<file path="src/logic/sram_tap_pkg.sv">
/*
 * Constants and types of the boundary-scan test port: controller states,
 * instruction codes, scan lengths, identification word and register map.
 * Assumes one core clock domain that samples the test pins.
 */
package sram_tap_pkg;

	typedef enum logic [3:0] {
		TLR    = 4'h0,
		IDLE   = 4'h1,
		SEL_DR = 4'h2,
		CAP_DR = 4'h3,
		SH_DR  = 4'h4,
		EX1_DR = 4'h5,
		PA_DR  = 4'h6,
		EX2_DR = 4'h7,
		UPD_DR = 4'h8,
		SEL_IR = 4'h9,
		CAP_IR = 4'ha,
		SH_IR  = 4'hb,
		EX1_IR = 4'hc,
		PA_IR  = 4'hd,
		EX2_IR = 4'he,
		UPD_IR = 4'hf
	} tap_e;

	typedef enum logic [1:0] {
		PATH_BSR = 2'h0,
		PATH_ID  = 2'h1,
		PATH_BYP = 2'h2
	} path_e;

	localparam int         IR_W        = 3;
	localparam int         ID_W        = 32;
	localparam int         BSR_W       = 89;
	localparam int         TRI_CELL    = 88;
	localparam logic [2:0] IR_EXTEST   = 3'h0;
	localparam logic [2:0] IR_IDCODE   = 3'h1;
	localparam logic [2:0] IR_SAMPLEZ  = 3'h2;
	localparam logic [2:0] IR_PRELOAD  = 3'h4;
	localparam logic [2:0] IR_BYPASS   = 3'h7;
	localparam logic [2:0] IR_CAPTURE  = 3'h1;
	localparam logic [2:0] RESET_EDGES = 3'h5;

	// Part and vendor fields are arbitrary values.
	localparam logic [2:0]  ID_REV    = 3'h0;
	localparam logic [16:0] ID_PART   = 17'h00a5a;
	localparam logic [10:0] ID_VENDOR = 11'h2a5;
	localparam logic [31:0] ID_WORD   = {ID_REV, ID_PART, ID_VENDOR, 1'b1};

	localparam int         AXI_AW     = 4;
	localparam logic [3:0] OFS_CTRL   = 4'h0;
	localparam logic [3:0] OFS_STATUS = 4'h4;
	localparam logic [3:0] OFS_ID     = 4'h8;
	localparam logic [1:0] RESP_OKAY  = 2'h0;
	localparam logic [1:0] RESP_DEC   = 2'h3;
	localparam int         ST_IR_LSB  = 4;
	localparam int         ST_XT_BIT  = 8;
	localparam int         ST_QOE_BIT = 9;
	localparam logic       CTRL_RST   = 1'b1;

endpackage

</file>
<file path="src/logic/sram_tap.sv">
/*
 * Boundary-scan test port of a synchronous SRAM with an AXI4-Lite window.
 * Assumes the test pins come from an unrelated tester clock and are
 * sampled by CORE_CLK, which must run well above the test clock.
 * The I/O ring values arrive already in the CORE_CLK domain.
 */
`timescale 1ns/1ps

// Contract
// - Sample on test-clock rise, drive on fall.
// - Mode and data inputs default high.
// - Shift in at MSB, out at LSB.
// - Data output driven only while shifting.
// - Five high mode edges reach reset state.
// - Port reset leaves memory operation alone.
// - Power-up resets port, output floats.
// - Instruction selects exactly one scan path.
// - Three-bit instruction, identify after reset.
// - Instruction capture loads pattern 01.
// - New instruction acts only at update.
// - Bypass bit captures low.
// - Boundary register captures ring, then shifts.
// - Identify captures fixed 32-bit word.
// - Float-sample floats output bus until update.
// - Sample snapshots pins, memory undisturbed.
// - Preload shifts in, latches at update.
// - External test drives latched values out.
// - Cell 89 gates outputs under external test.
// - Cell 89 latch preset high at reset.
// - Codes 000,001,010,100 as documented.
// - ID: revision, vendor, presence bit.
module sram_tap
	import sram_tap_pkg::*;
(
	// Clock and reset.
	input  wire logic                CORE_CLK,
	input  wire logic                RST_B,
	// Test pins.
	input  wire logic                TCK,
	input  wire logic                TMS,
	input  wire logic                TDI,
	output logic                     TDO,
	output logic                     TDO_OE,
	// I/O ring.
	input  wire logic [BSR_W-1:0]    RING_IN,
	output logic      [BSR_W-1:0]    RING_OUT,
	output logic                     RING_DRIVE,
	output logic                     Q_OE,
	// AXI4-Lite slave.
	input  wire logic                AWVALID,
	output logic                     AWREADY,
	input  wire logic [AXI_AW-1:0]   AWADDR,
	input  wire logic                WVALID,
	output logic                     WREADY,
	input  wire logic [31:0]         WDATA,
	input  wire logic [3:0]          WSTRB,
	output logic                     BVALID,
	input  wire logic                BREADY,
	output logic      [1:0]          BRESP,
	input  wire logic                ARVALID,
	output logic                     ARREADY,
	input  wire logic [AXI_AW-1:0]   ARADDR,
	output logic                     RVALID,
	input  wire logic                RREADY,
	output logic      [31:0]         RDATA,
	output logic      [1:0]          RRESP
);

	typedef struct packed {
		logic [2:0]        tck_s;
		logic [1:0]        tms_s;
		logic [1:0]        tdi_s;
		tap_e              state;
		logic [IR_W-1:0]   ir;
		logic [IR_W-1:0]   ir_sh;
		logic              byp;
		logic [ID_W-1:0]   id_sh;
		logic [BSR_W-1:0]  bsr;
		logic [BSR_W-1:0]  latch;
		logic              tdo;
		logic              tdo_oe;
		logic              q_oe;
		logic              drive;
		logic              core_oe;
		logic              aw_got;
		logic              w_got;
		logic [AXI_AW-1:0] awaddr;
		logic [31:0]       wdata;
		logic              wstb0;
		logic              awready;
		logic              wready;
		logic              bvalid;
		logic [1:0]        bresp;
		logic              arready;
		logic              rvalid;
		logic [1:0]        rresp;
		logic [31:0]       rdata;
	} st_s;

	st_s q;
	st_s d;
	logic rise;
	logic fall;
	logic tms;
	logic tdi;
	logic [2:0] hi_cnt_q;

	function automatic tap_e tap_next(input tap_e s, input logic m);
		tap_e n;
		n = s;
		case (s)
			TLR:     n = m ? TLR : IDLE;
			IDLE:    n = m ? SEL_DR : IDLE;
			SEL_DR:  n = m ? SEL_IR : CAP_DR;
			CAP_DR:  n = m ? EX1_DR : SH_DR;
			SH_DR:   n = m ? EX1_DR : SH_DR;
			EX1_DR:  n = m ? UPD_DR : PA_DR;
			PA_DR:   n = m ? EX2_DR : PA_DR;
			EX2_DR:  n = m ? UPD_DR : SH_DR;
			UPD_DR:  n = m ? SEL_DR : IDLE;
			SEL_IR:  n = m ? TLR : CAP_IR;
			CAP_IR:  n = m ? EX1_IR : SH_IR;
			SH_IR:   n = m ? EX1_IR : SH_IR;
			EX1_IR:  n = m ? UPD_IR : PA_IR;
			PA_IR:   n = m ? EX2_IR : PA_IR;
			EX2_IR:  n = m ? UPD_IR : SH_IR;
			UPD_IR:  n = m ? SEL_DR : IDLE;
			default: n = TLR;
		endcase
		return n;
	endfunction

	// Reserved codes are unusable, so they fall back to the shortest path.
	function automatic path_e path_of(input logic [IR_W-1:0] i);
		path_e p;
		case (i)
			IR_EXTEST:  p = PATH_BSR;
			IR_SAMPLEZ: p = PATH_BSR;
			IR_PRELOAD: p = PATH_BSR;
			IR_IDCODE:  p = PATH_ID;
			default:    p = PATH_BYP;
		endcase
		return p;
	endfunction

	function automatic logic [1:0] resp_of(input logic [AXI_AW-1:0] a);
		logic [1:0] r;
		r = RESP_DEC;
		if (a == OFS_CTRL || a == OFS_STATUS || a == OFS_ID) begin
			r = RESP_OKAY;
		end
		return r;
	endfunction

	// Edges come from the second and third sampling stages only.
	assign rise = q.tck_s[1] & ~q.tck_s[2];
	assign fall = ~q.tck_s[1] & q.tck_s[2];
	assign tms  = q.tms_s[1];
	assign tdi  = q.tdi_s[1];

	always_comb begin
		d = q;
		d.tck_s = {q.tck_s[1:0], TCK};
		d.tms_s = {q.tms_s[0], TMS};
		d.tdi_s = {q.tdi_s[0], TDI};

		if (rise) begin
			d.state = tap_next(q.state, tms);
			case (q.state)
				CAP_IR: begin
					d.ir_sh = IR_CAPTURE;
				end
				SH_IR: begin
					d.ir_sh = {tdi, q.ir_sh[IR_W-1:1]};
				end
				UPD_IR: begin
					d.ir = q.ir_sh;
				end
				CAP_DR: begin
					case (path_of(q.ir))
						PATH_BSR: d.bsr = RING_IN;
						PATH_ID:  d.id_sh = ID_WORD;
						default:  d.byp = 1'b0;
					endcase
				end
				SH_DR: begin
					case (path_of(q.ir))
						PATH_BSR: d.bsr = {tdi, q.bsr[BSR_W-1:1]};
						PATH_ID:  d.id_sh = {tdi, q.id_sh[ID_W-1:1]};
						default:  d.byp = tdi;
					endcase
				end
				UPD_DR: begin
					if (path_of(q.ir) == PATH_BSR) begin
						d.latch = q.bsr;
					end
				end
				default: begin
				end
			endcase
		end

		// Entering the reset state restores identify and the tristate cell.
		if (d.state == TLR) begin
			d.ir = IR_IDCODE;
			d.latch[TRI_CELL] = 1'b1;
		end

		if (fall) begin
			d.tdo_oe = (q.state == SH_DR) || (q.state == SH_IR);
			if (q.state == SH_IR) begin
				d.tdo = q.ir_sh[0];
			end else begin
				case (path_of(q.ir))
					PATH_BSR: d.tdo = q.bsr[0];
					PATH_ID:  d.tdo = q.id_sh[0];
					default:  d.tdo = q.byp;
				endcase
			end
		end

		// The core enable is not touched by the test port reset.
		if (q.ir == IR_SAMPLEZ) begin
			d.q_oe = 1'b0;
		end else if (q.ir == IR_EXTEST) begin
			d.q_oe = q.latch[TRI_CELL];
		end else begin
			d.q_oe = q.core_oe;
		end
		d.drive = (q.ir == IR_EXTEST);

		if (q.bvalid && BREADY) begin
			d.bvalid = 1'b0;
		end
		if (AWVALID && q.awready) begin
			d.aw_got = 1'b1;
			d.awaddr = AWADDR;
		end
		if (WVALID && q.wready) begin
			d.w_got = 1'b1;
			d.wdata = WDATA;
			d.wstb0 = WSTRB[0];
		end
		if (d.aw_got && d.w_got && !d.bvalid) begin
			d.bvalid = 1'b1;
			d.bresp = resp_of(d.awaddr);
			d.aw_got = 1'b0;
			d.w_got = 1'b0;
			if (d.awaddr == OFS_CTRL && d.wstb0) begin
				d.core_oe = d.wdata[0];
			end
		end
		d.awready = ~d.aw_got;
		d.wready = ~d.w_got;

		if (q.rvalid && RREADY) begin
			d.rvalid = 1'b0;
		end
		if (ARVALID && q.arready) begin
			d.rvalid = 1'b1;
			d.rresp = resp_of(ARADDR);
			d.rdata = '0;
			case (ARADDR)
				OFS_CTRL: d.rdata[0] = q.core_oe;
				OFS_STATUS: begin
					d.rdata[3:0] = q.state;
					d.rdata[ST_IR_LSB +: IR_W] = q.ir;
					d.rdata[ST_XT_BIT] = q.drive;
					d.rdata[ST_QOE_BIT] = q.q_oe;
				end
				OFS_ID: d.rdata = ID_WORD;
				default: d.rdata = '0;
			endcase
		end
		d.arready = ~d.rvalid;
	end

	always_ff @(posedge CORE_CLK or negedge RST_B) begin
		if (!RST_B) begin
			q <= '0;
			q.tms_s <= 2'h3;
			q.tdi_s <= 2'h3;
			q.state <= TLR;
			q.ir <= IR_IDCODE;
			q.latch[TRI_CELL] <= 1'b1;
			q.q_oe <= 1'b1;
			q.core_oe <= CTRL_RST;
			q.awready <= 1'b1;
			q.wready <= 1'b1;
			q.arready <= 1'b1;
		end else begin
			q <= d;
		end
	end

	assign TDO        = q.tdo;
	assign TDO_OE     = q.tdo_oe;
	assign RING_OUT   = q.latch;
	assign RING_DRIVE = q.drive;
	assign Q_OE       = q.q_oe;
	assign AWREADY    = q.awready;
	assign WREADY     = q.wready;
	assign BVALID     = q.bvalid;
	assign BRESP      = q.bresp;
	assign ARREADY    = q.arready;
	assign RVALID     = q.rvalid;
	assign RDATA      = q.rdata;
	assign RRESP      = q.rresp;

	// Counts consecutive test-clock rises seen with mode high.
	// It saturates, so a long high run cannot wrap back below five.
	always_ff @(posedge CORE_CLK or negedge RST_B) begin
		if (!RST_B) begin
			hi_cnt_q <= 3'h0;
		end else if (rise) begin
			if (!tms) begin
				hi_cnt_q <= 3'h0;
			end else if (hi_cnt_q != 3'h7) begin
				hi_cnt_q <= hi_cnt_q + 3'h1;
			end
		end
	end
endmodule

</file>
<file path="config.mk">
export PLATFORM = sky130hd
export DESIGN_NAME = sram_tap
export DESIGN_NICKNAME = d
export VERILOG_FILES = /design/src/logic/sram_tap_pkg.sv /design/src/logic/sram_tap.sv
export SDC_FILE = /design/constraint.sdc
export NUM_CORES = 1
export LEC_CHECK = 0
export BUFFER_PORTS_ARGS = -buffer_cell sky130_fd_sc_hd__buf_2
export CORE_MARGIN = 4
export CORE_UTILIZATION = 54
export DETAILED_ROUTE_END_ITERATION = 8
export PLACE_DENSITY = 0.8
export SLEW_MARGIN = 5
export SYNTH_ARGS = -nofsm -noshare
export SYNTH_HDL_FRONTEND = slang
export SYNTH_SLANG_ARGS = --single-unit
</file>
<file path="constraint.sdc">
create_clock -name CORE_CLK -period 1.9 [get_ports CORE_CLK]
set_input_delay 0.095 -clock CORE_CLK [delete_from_list [all_inputs] [get_ports CORE_CLK]]
set_output_delay 0.095 -clock CORE_CLK [all_outputs]
set_load 0.005 [all_outputs]
</file>
==> key figures, run 1 <==
STA
  • Setup TNS: 0 ps
  • Final period utilization: 0.9500
  • Max Clk Rate: 554.0 MHz
  • Final hold vios: 0
  • Final min period: 1805 ps
  • Final setup vio count: 0
  • Measured slew at the worst slew-check pin: 571.4 ps
  • Final max-slew violation count: 0
  • Slew headroom: 0.6191
  • Hold WS: 39.87 ps
  • Setup Skew: 13.46 ps
  • RSZ-0062 raised after global routing: no

Drt
  • Wire length per cell: 17.90 um
  • Routed wire length: 28500 um
  • DR vias: 8385
  • Routed vias/inst: 5.267
  • Drt pass-1 iters: 5
  • Drt drc: 0
  • Drt first-iter violations: 353
  • Antenna-violating nets left: 0

Synthesis
  • Post-synth cell types: 54
  • YS warnings: 0
  • Post-synth EDFFs: 0
  • Synth Instances: 1050
  • Post-synth top cells: dfrtp_1, nand2_1, buf_4
  • Area contributors post-synth: dfrtp_1, buf_4, mux2_2
  • Area leader, netlist: dfrtp_1
  • Avg Cell Area, Syn: 11.28 sq um
  • Top cell type's share of synthesized area: 0.5219
  • Seq cells post-synth: 258
  • Ys async rst share: 1.000
  • Top-count cell post-synth: dfrtp_1
  • Syn Std Cell Area: 0.01184 sq mm
  • Synth Flop Type: dfrtp_1
  • Sequential element share of the synthesized area: 0.5463

Worst setup path
  • Critical-path maximum fanout: 34
  • Critical path data arrival time: 2230 ps
  • WS Path Type: reg -> reg
  • Type of destination of the critical path: flip-flop
  • Startpoint types: flip-flop
  • WP data required: 2320 ps

Job
  • Max-cap viol count: 0

Power
  • Worst VDD drop: 736.5 uV
  • LEAKAGE: 7.551 nW
  • Power after layout: 16.06 mW
  • Pwr per Cell Area: 1081 mW/mm^2

Place
  • Gpl congestion: 0.8368
  • Port Buffers: 226
  • DP Wirelength: 17620 um
  • Placed Area: 0.01275 sq mm

GRT
  • Total GRT Usage: 0.2318
  • Gr ovfl total: 0
  • Pin count of the biggest net entering global routing: 73
  • Global-route wire length before repair: 46280 um
  • Initial antenna violation count: 1
  • Number of global-route vias before repair: 9047

CTS
  • CTS tree: done
  • CTS Buf Count: 28
  • Clock Latency Late Sink: 540 ps
  • Num Clock Sinks: 258
  • Maximum clock insertion buffer count: 3
  • Clock slew at reported path FFs: 60 ps
  • CTS H-tree lvls: 1
  • CTS root buf: clkbuf_16

Floorplanning
  • Std cell rows: 53
  • Initial core utilization: 0.5563
  • Die width: 156.1 um
  • DIE AREA: 0.02436 sq mm
  • Core ar.: 0.02129 sq mm
  • Die H: 156.1 um
  • IO Pins: 277

Final layout
  • Fin util: 0.6975
  • Fill cells: 1474
  • Layout cells sized above 1: 0.3361
  • Finished Cell Area: 0.01485 sq mm
  • Area growth syn-to-layout: 25.38%
  • Layout net count: 1438

Worst hold path
  • Worst Hold Class: in -> reg

Run status
  • Status: completed
[final timing paths]
| check | from | to | slack [ps] | cells after the start |
|---|---|---|---|---|
| worst min register to register | d[311]$_DFF_PN0_ | d[312]$_DFF_PN0_ | 350 | 0 |
| worst max-delay path | q[302]$_DFF_PN0_ | q[218]$_DFFE_PN0P_ | 100 | 6 |
| min in group asynchronous | RST_B | RING_OUT[19]$_DFFE_PN0P_ | 120 | 2 |
| worst min-delay path | AWVALID | q[75]$_DFF_PN0_ | 40 | 3 |
| worst max register to register | q[302]$_DFF_PN0_ | q[218]$_DFFE_PN0P_ | 100 | 6 |
| max in group asynchronous | RST_B | q[299]$_DFFE_PN1P_ | 1060 | 3 |
[area by class of cell]
class,count,area [sq um],share of cell area
inverters,8,30.03,0.002022
multi-input cells,614,4177,0.2813
flip-flops and latches,258,6472,0.4359
well taps,275,344.1,0.02317
clock buffers,38,788.3,0.05309
diodes,2,5.005,0.0003371
clock inverters,12,196.4,0.01323
repair buffers,385,2835,0.1909
[cell usage in the layout, fill, tap and decap left out, types with 6 or more instances in the layout]
cell             n
mux2_2          88
clkbuf_16       28
dlygate4sd3_1  110
mux2_4           9
a21oi_1         16
o21ai_0         93
buf_4           31
inv_1            8
mux2i_1         92
o21ai_1         45
nor2b_1          9
buf_12          18
nor2_1          22
dfstp_2         11
nand2_1        163
dfrtp_1        245
conb_1          16
buf_2          225
clkinv_2         6
[logic make-up (layout without fill, tap and decap cells)]
family / Yosys count / after routing / synth area share
XOR/XNOR: 1 / 1 / 0.0007397
flip-flops: 258 / 258 / 0.5463
multiplexers: 189 / 189 / 0.1728
adder cells (fa/ha/maj): 1 / 1 / 0.0008453
buffers and inverters: 193 / 443 / 0.1089
other: 1 / 18 / 0.0003167
AND/OR/NAND/NOR: 226 / 226 / 0.08442
AO/OA/AOI/OAI: 181 / 181 / 0.08558
[timing repair]
item,CTS,global route
endpoints found under the setup margin,0,32
setup buffers,0,0
hold buffers,110,0
resized for setup,0,2
hold endpoints to repair,309,0
[registers in the layout, summed over array words and instances, names as in the netlist]
register and flops:
TDO_OE 1, WREADY 1, RING_OUT 89, RING_DRIVE 1, q 144, d 4, BVALID 1, AWREADY 1
TDO 1, RRESP 1, RDATA 10, ARREADY 1, RVALID 1, BRESP 1, Q_OE 1
[where the power goes]
group | switching [mW] | leakage [nW] | internal, mW
Combinational | 1.87 | 4.03 | 1.86
Clock | 2.19 | 0.488 | 3.57
Sequential | 0.452 | 3.03 | 6.11
Total | 4.51 | 7.55 | 11.5
[routing by layer]
layer	share of wire	global-route usage	up-vias	wire length, um
li1	-	-	3927	-
met1	0.39	0.2850	4096	11060
met2	0.51	0.4026	282	14530
met3	0.064	0.05160	80	1829
met4	0.038	0.08554	0	1081
met5	0	0	-	0
[critical path, stage by stage, from the launching register on]
cell and delay, ps:
dfrtp_2 500, and3b_1 280, o211ai_4 290, buf_12 240
buf_4 180, nand2_1 60, o21ai_0 120
[per-stage QoR]
step / cells / worst slack, ps
global route: 1591 / 1.007
global placement: 1430 / 146.6
finish: 1592 / 95.03
CTS: 1590 / 74.91
detailed placement: 1430 / 113.9
floorplan: 1065 / 258.7
Note: power is estimated with default switching activity, not from simulation.
==> run 2: changes to the inputs <==
--- a/config.mk
+++ b/config.mk
@@ -5,7 +5,7 @@
 export SDC_FILE = /design/constraint.sdc
 export NUM_CORES = 1
 export LEC_CHECK = 0
-export BUFFER_PORTS_ARGS = -buffer_cell sky130_fd_sc_hd__buf_2
+export BUFFER_PORTS_ARGS = -buffer_cell sky130_fd_sc_hd__clkbuf_2
 export CORE_MARGIN = 4
 export CORE_UTILIZATION = 54
 export DETAILED_ROUTE_END_ITERATION = 8
==> key figures, run 2 (synthesis gave the netlist of run 1 again) <==
Power
  • Combinational power share: 0.237 (+0.005)
  • Power after layout: 15.70 mW (-2.2%)
  • LEAKAGE: 7.406 nW (-1.9%)
  • Clock power share: 0.347 (-0.012)
  • Sw power: 4.523 mW (+0.29%)
  • Sw frac: 0.2880 (+0.007136)
  • Sequential share of power: 0.416 (+0.007)
  • Worst VDD drop: 925.8 uV (+26%)
  • Pwr per Cell Area: 1068 mW/mm^2 (-1.3%)
  • Internal power: 11.18 mW (-3.2%)

Final layout
  • Fin util: 0.6909 (-0.006642)
  • Reg area: 0.006474 sq mm (about the same)
  • Area growth syn-to-layout: 24.18%
  • Largest register FFs: 144 (unchanged)
  • Register name with the most flops: q
  • Layout net count: 1428 (-0.70%)
  • Multi-input logic area: 0.004183 sq mm (+0.15%)
  • Commonest non-fill, non-tap cell in the layout: dfrtp_1
  • Fill cells: 1479 (+0.34%)
  • Layout cells sized above 1: 0.3336 (-0.002533)
  • Highest-count cells in the layout ignoring fill and taps: dfrtp_1, clkbuf_2, nand2_1

GRT
  • Grt peak-use layer: met2
  • GRT met3 Usage: 0.05465 (+0.003051)
  • Met1 usage: 0.2873 (+0.002268)
  • Number of global-route vias before repair: 8953 (-1.0%)
  • M2 GR Usage: 0.3983 (-0.004311)
  • Gr ovfl total: 0 (unchanged)
  • Initial antenna violation count: 2 (+1)
  • Pin count of the biggest net entering global routing: 93 (+27%)
  • Total GRT Usage: 0.2301 (-0.001651)
  • Global-route wire length before repair: 45950 um (-0.72%)

CTS
  • Num Clock Sinks: 258 (unchanged)
  • Maximum clock insertion buffer count: 3 (unchanged)
  • CTS tree: done
  • Clock slew at reported path FFs: 70 ps (about the same)
  • CTS H-tree lvls: 1 (unchanged)
  • CTS Buf Count: 27 (-3.6%)
  • CTS root buf: clkbuf_16
  • Clock Latency Late Sink: 540 ps (about the same)

Drt
  • Routed wire length: 29020 um (+1.8%)
  • DR vias: 8412 (+0.32%)
  • Routed vias/inst: 5.321 (+1.0%)
  • Drt drc: 0 (unchanged)
  • Antenna-violating nets left: 0 (unchanged)
  • Wire length per cell: 18.36 um (+2.5%)
  • Drt first-iter violations: 344 (-2.5%)
  • Drt pass-1 iters: 4 (-1)

Floorplanning
  • Core ar.: 0.02129 sq mm (unchanged)
  • Die width: 156.1 um (unchanged)
  • Die H: 156.1 um (unchanged)
  • DIE AREA: 0.02436 sq mm (unchanged)
  • IO Pins: 277 (unchanged)
  • Initial core utilization: 0.5563 (unchanged)
  • Std cell rows: 53 (unchanged)

STA
  • Final max-slew violation count: 0 (unchanged)
  • RSZ-0062 raised after global routing: no
  • Hold WS: 45.24 ps (+5.373 ps)
  • Final setup vio count: 0 (unchanged)
  • Final hold vios: 0 (unchanged)
  • Setup Skew: 18.97 ps (+5.513 ps)
  • Max Clk Rate: 537.3 MHz (-3.0%)
  • Final period utilization: 0.9795 (+0.02954)
  • Worst Slack Setup Final: 38.91 ps (-56.12 ps)
  • Setup TNS: 0 ps (unchanged)
  • Final min period: 1861 ps (+56.12 ps)

Worst setup path
  • Startpoint types: flip-flop
  • WS Path Type: reg -> reg
  • Crit-path cells: buf_6 -> nor3b_4 -> buf_4 -> o211ai_4 -> buf_12 -> clkbuf_16 -> o21ai_0
  • Bufs and invs on worst path: 4 (+2)
  • Top Family by Delay on Critical Path: buffers and inverters
  • Critical path data arrival time: 2280 ps (+50 ps)
  • Critical-path maximum fanout: 22 (-35%)
  • Type of destination of the critical path: flip-flop
  • WP data required: 2320 ps (about the same)
  • Crit-path slowest cell: dfrtp_2
  • Critical path's largest stage delay: 430 ps (-70 ps)

Place
  • DP Wirelength: 17230 um (-2.2%)
  • Port Buffers: 226 (unchanged)
  • Gpl congestion: 0.8390 (+0.26%)
  • Pre-CTS WS: 70.47 ps (-43.47 ps)

Worst hold path
  • Worst Hold Class: in -> async

Run status
  • Status: completed

Job
  • Max-cap viol count: 0 (unchanged)
[run 2: cell count changes in the layout (fill, tap and decap cells not counted), sizes merged]
cell,change
dlygate4sd3,-1
bufinv,-2
inv,+1
clkinv,+1
clkbuf,+225
buf,-235
[run 2: power by group through the flow]
| stage | clock, mW | combinational [mW] | sequential, mW |
|---|---|---|---|
| after CTS | 5.54 | 3.62 | 6.52 |
| after detailed placement | 0 | 3.38 | 6.62 |
| after floorplan | 0 | 2.49 | 6.45 |
| after global placement | 0 | 3.30 | 6.58 |
| after global routing | 5.82 | 4.10 | 6.60 |
| final | 5.45 | 3.72 | 6.54 |
[run 2: worst paths after layout]
| check | start | to | slack [ps] | cells past startpoint |
|---|---|---|---|---|
| max | q[305]$_DFF_PN0_ | q[202]$_DFFE_PN0P_ | 40 | 7 |
| min | RST_B | q[195]$_DFFE_PN0P_ | 50 | 2 |
| max reg2reg | q[305]$_DFF_PN0_ | q[202]$_DFFE_PN0P_ | 40 | 7 |
| min reg2reg | d[311]$_DFF_PN0_ | d[312]$_DFF_PN0_ | 350 | 0 |
| max in group asynchronous | RST_B | RING_OUT[56]$_DFFE_PN0P_ | 1070 | 3 |
| min in group CORE_CLK | AWVALID | q[74]$_DFF_PN0_ | 50 | 3 |
[run 2: timing repair]
action / in CTS / in global routing
hold endpoints to repair: 358 / 0
setup endpoints to repair: 0 / 45
gates resized for setup: 0 / 11
buffers inserted: 0 / 2
hold buffers: 109 / 0
[run 2: per-layer routing]
metal / up-vias / part of all wire / wire length, um
li1: 3909 / - / -
met1: 4145 / 0.40 / 11480
met2: 279 / 0.51 / 14880
met3: 79 / 0.061 / 1773
met4: 0 / 0.031 / 886
met5: - / 0 / 0
[run 2: final cells by class]
class | count | area share
flip-flops and latches | 258 | 0.4402
multi-input cells | 614 | 0.2844
repair buffers | 376 | 0.1868
clock buffers | 36 | 0.05232
well taps | 275 | 0.02340
clock inverters | 12 | 0.01046
inverters | 8 | 0.002042
diodes | 2 | 0.0003403
[run 2: stage by stage]
step / instances / cell area [sq um]
after global placement: 1417 / 12590
final: 1581 / 14710
after CTS: 1574 / 14610
after detailed placement: 1417 / 12590
after global routing: 1581 / 14710
after floorplan: 1065 / 11900
[run 2: worst register-to-register path: stages, from the launching register on]
cell and delay, ps:
dfrtp_2 430, buf_6 160, nor3b_4 250, buf_4 170, o211ai_4 80, buf_12 170, clkbuf_16 180, o21ai_0 330
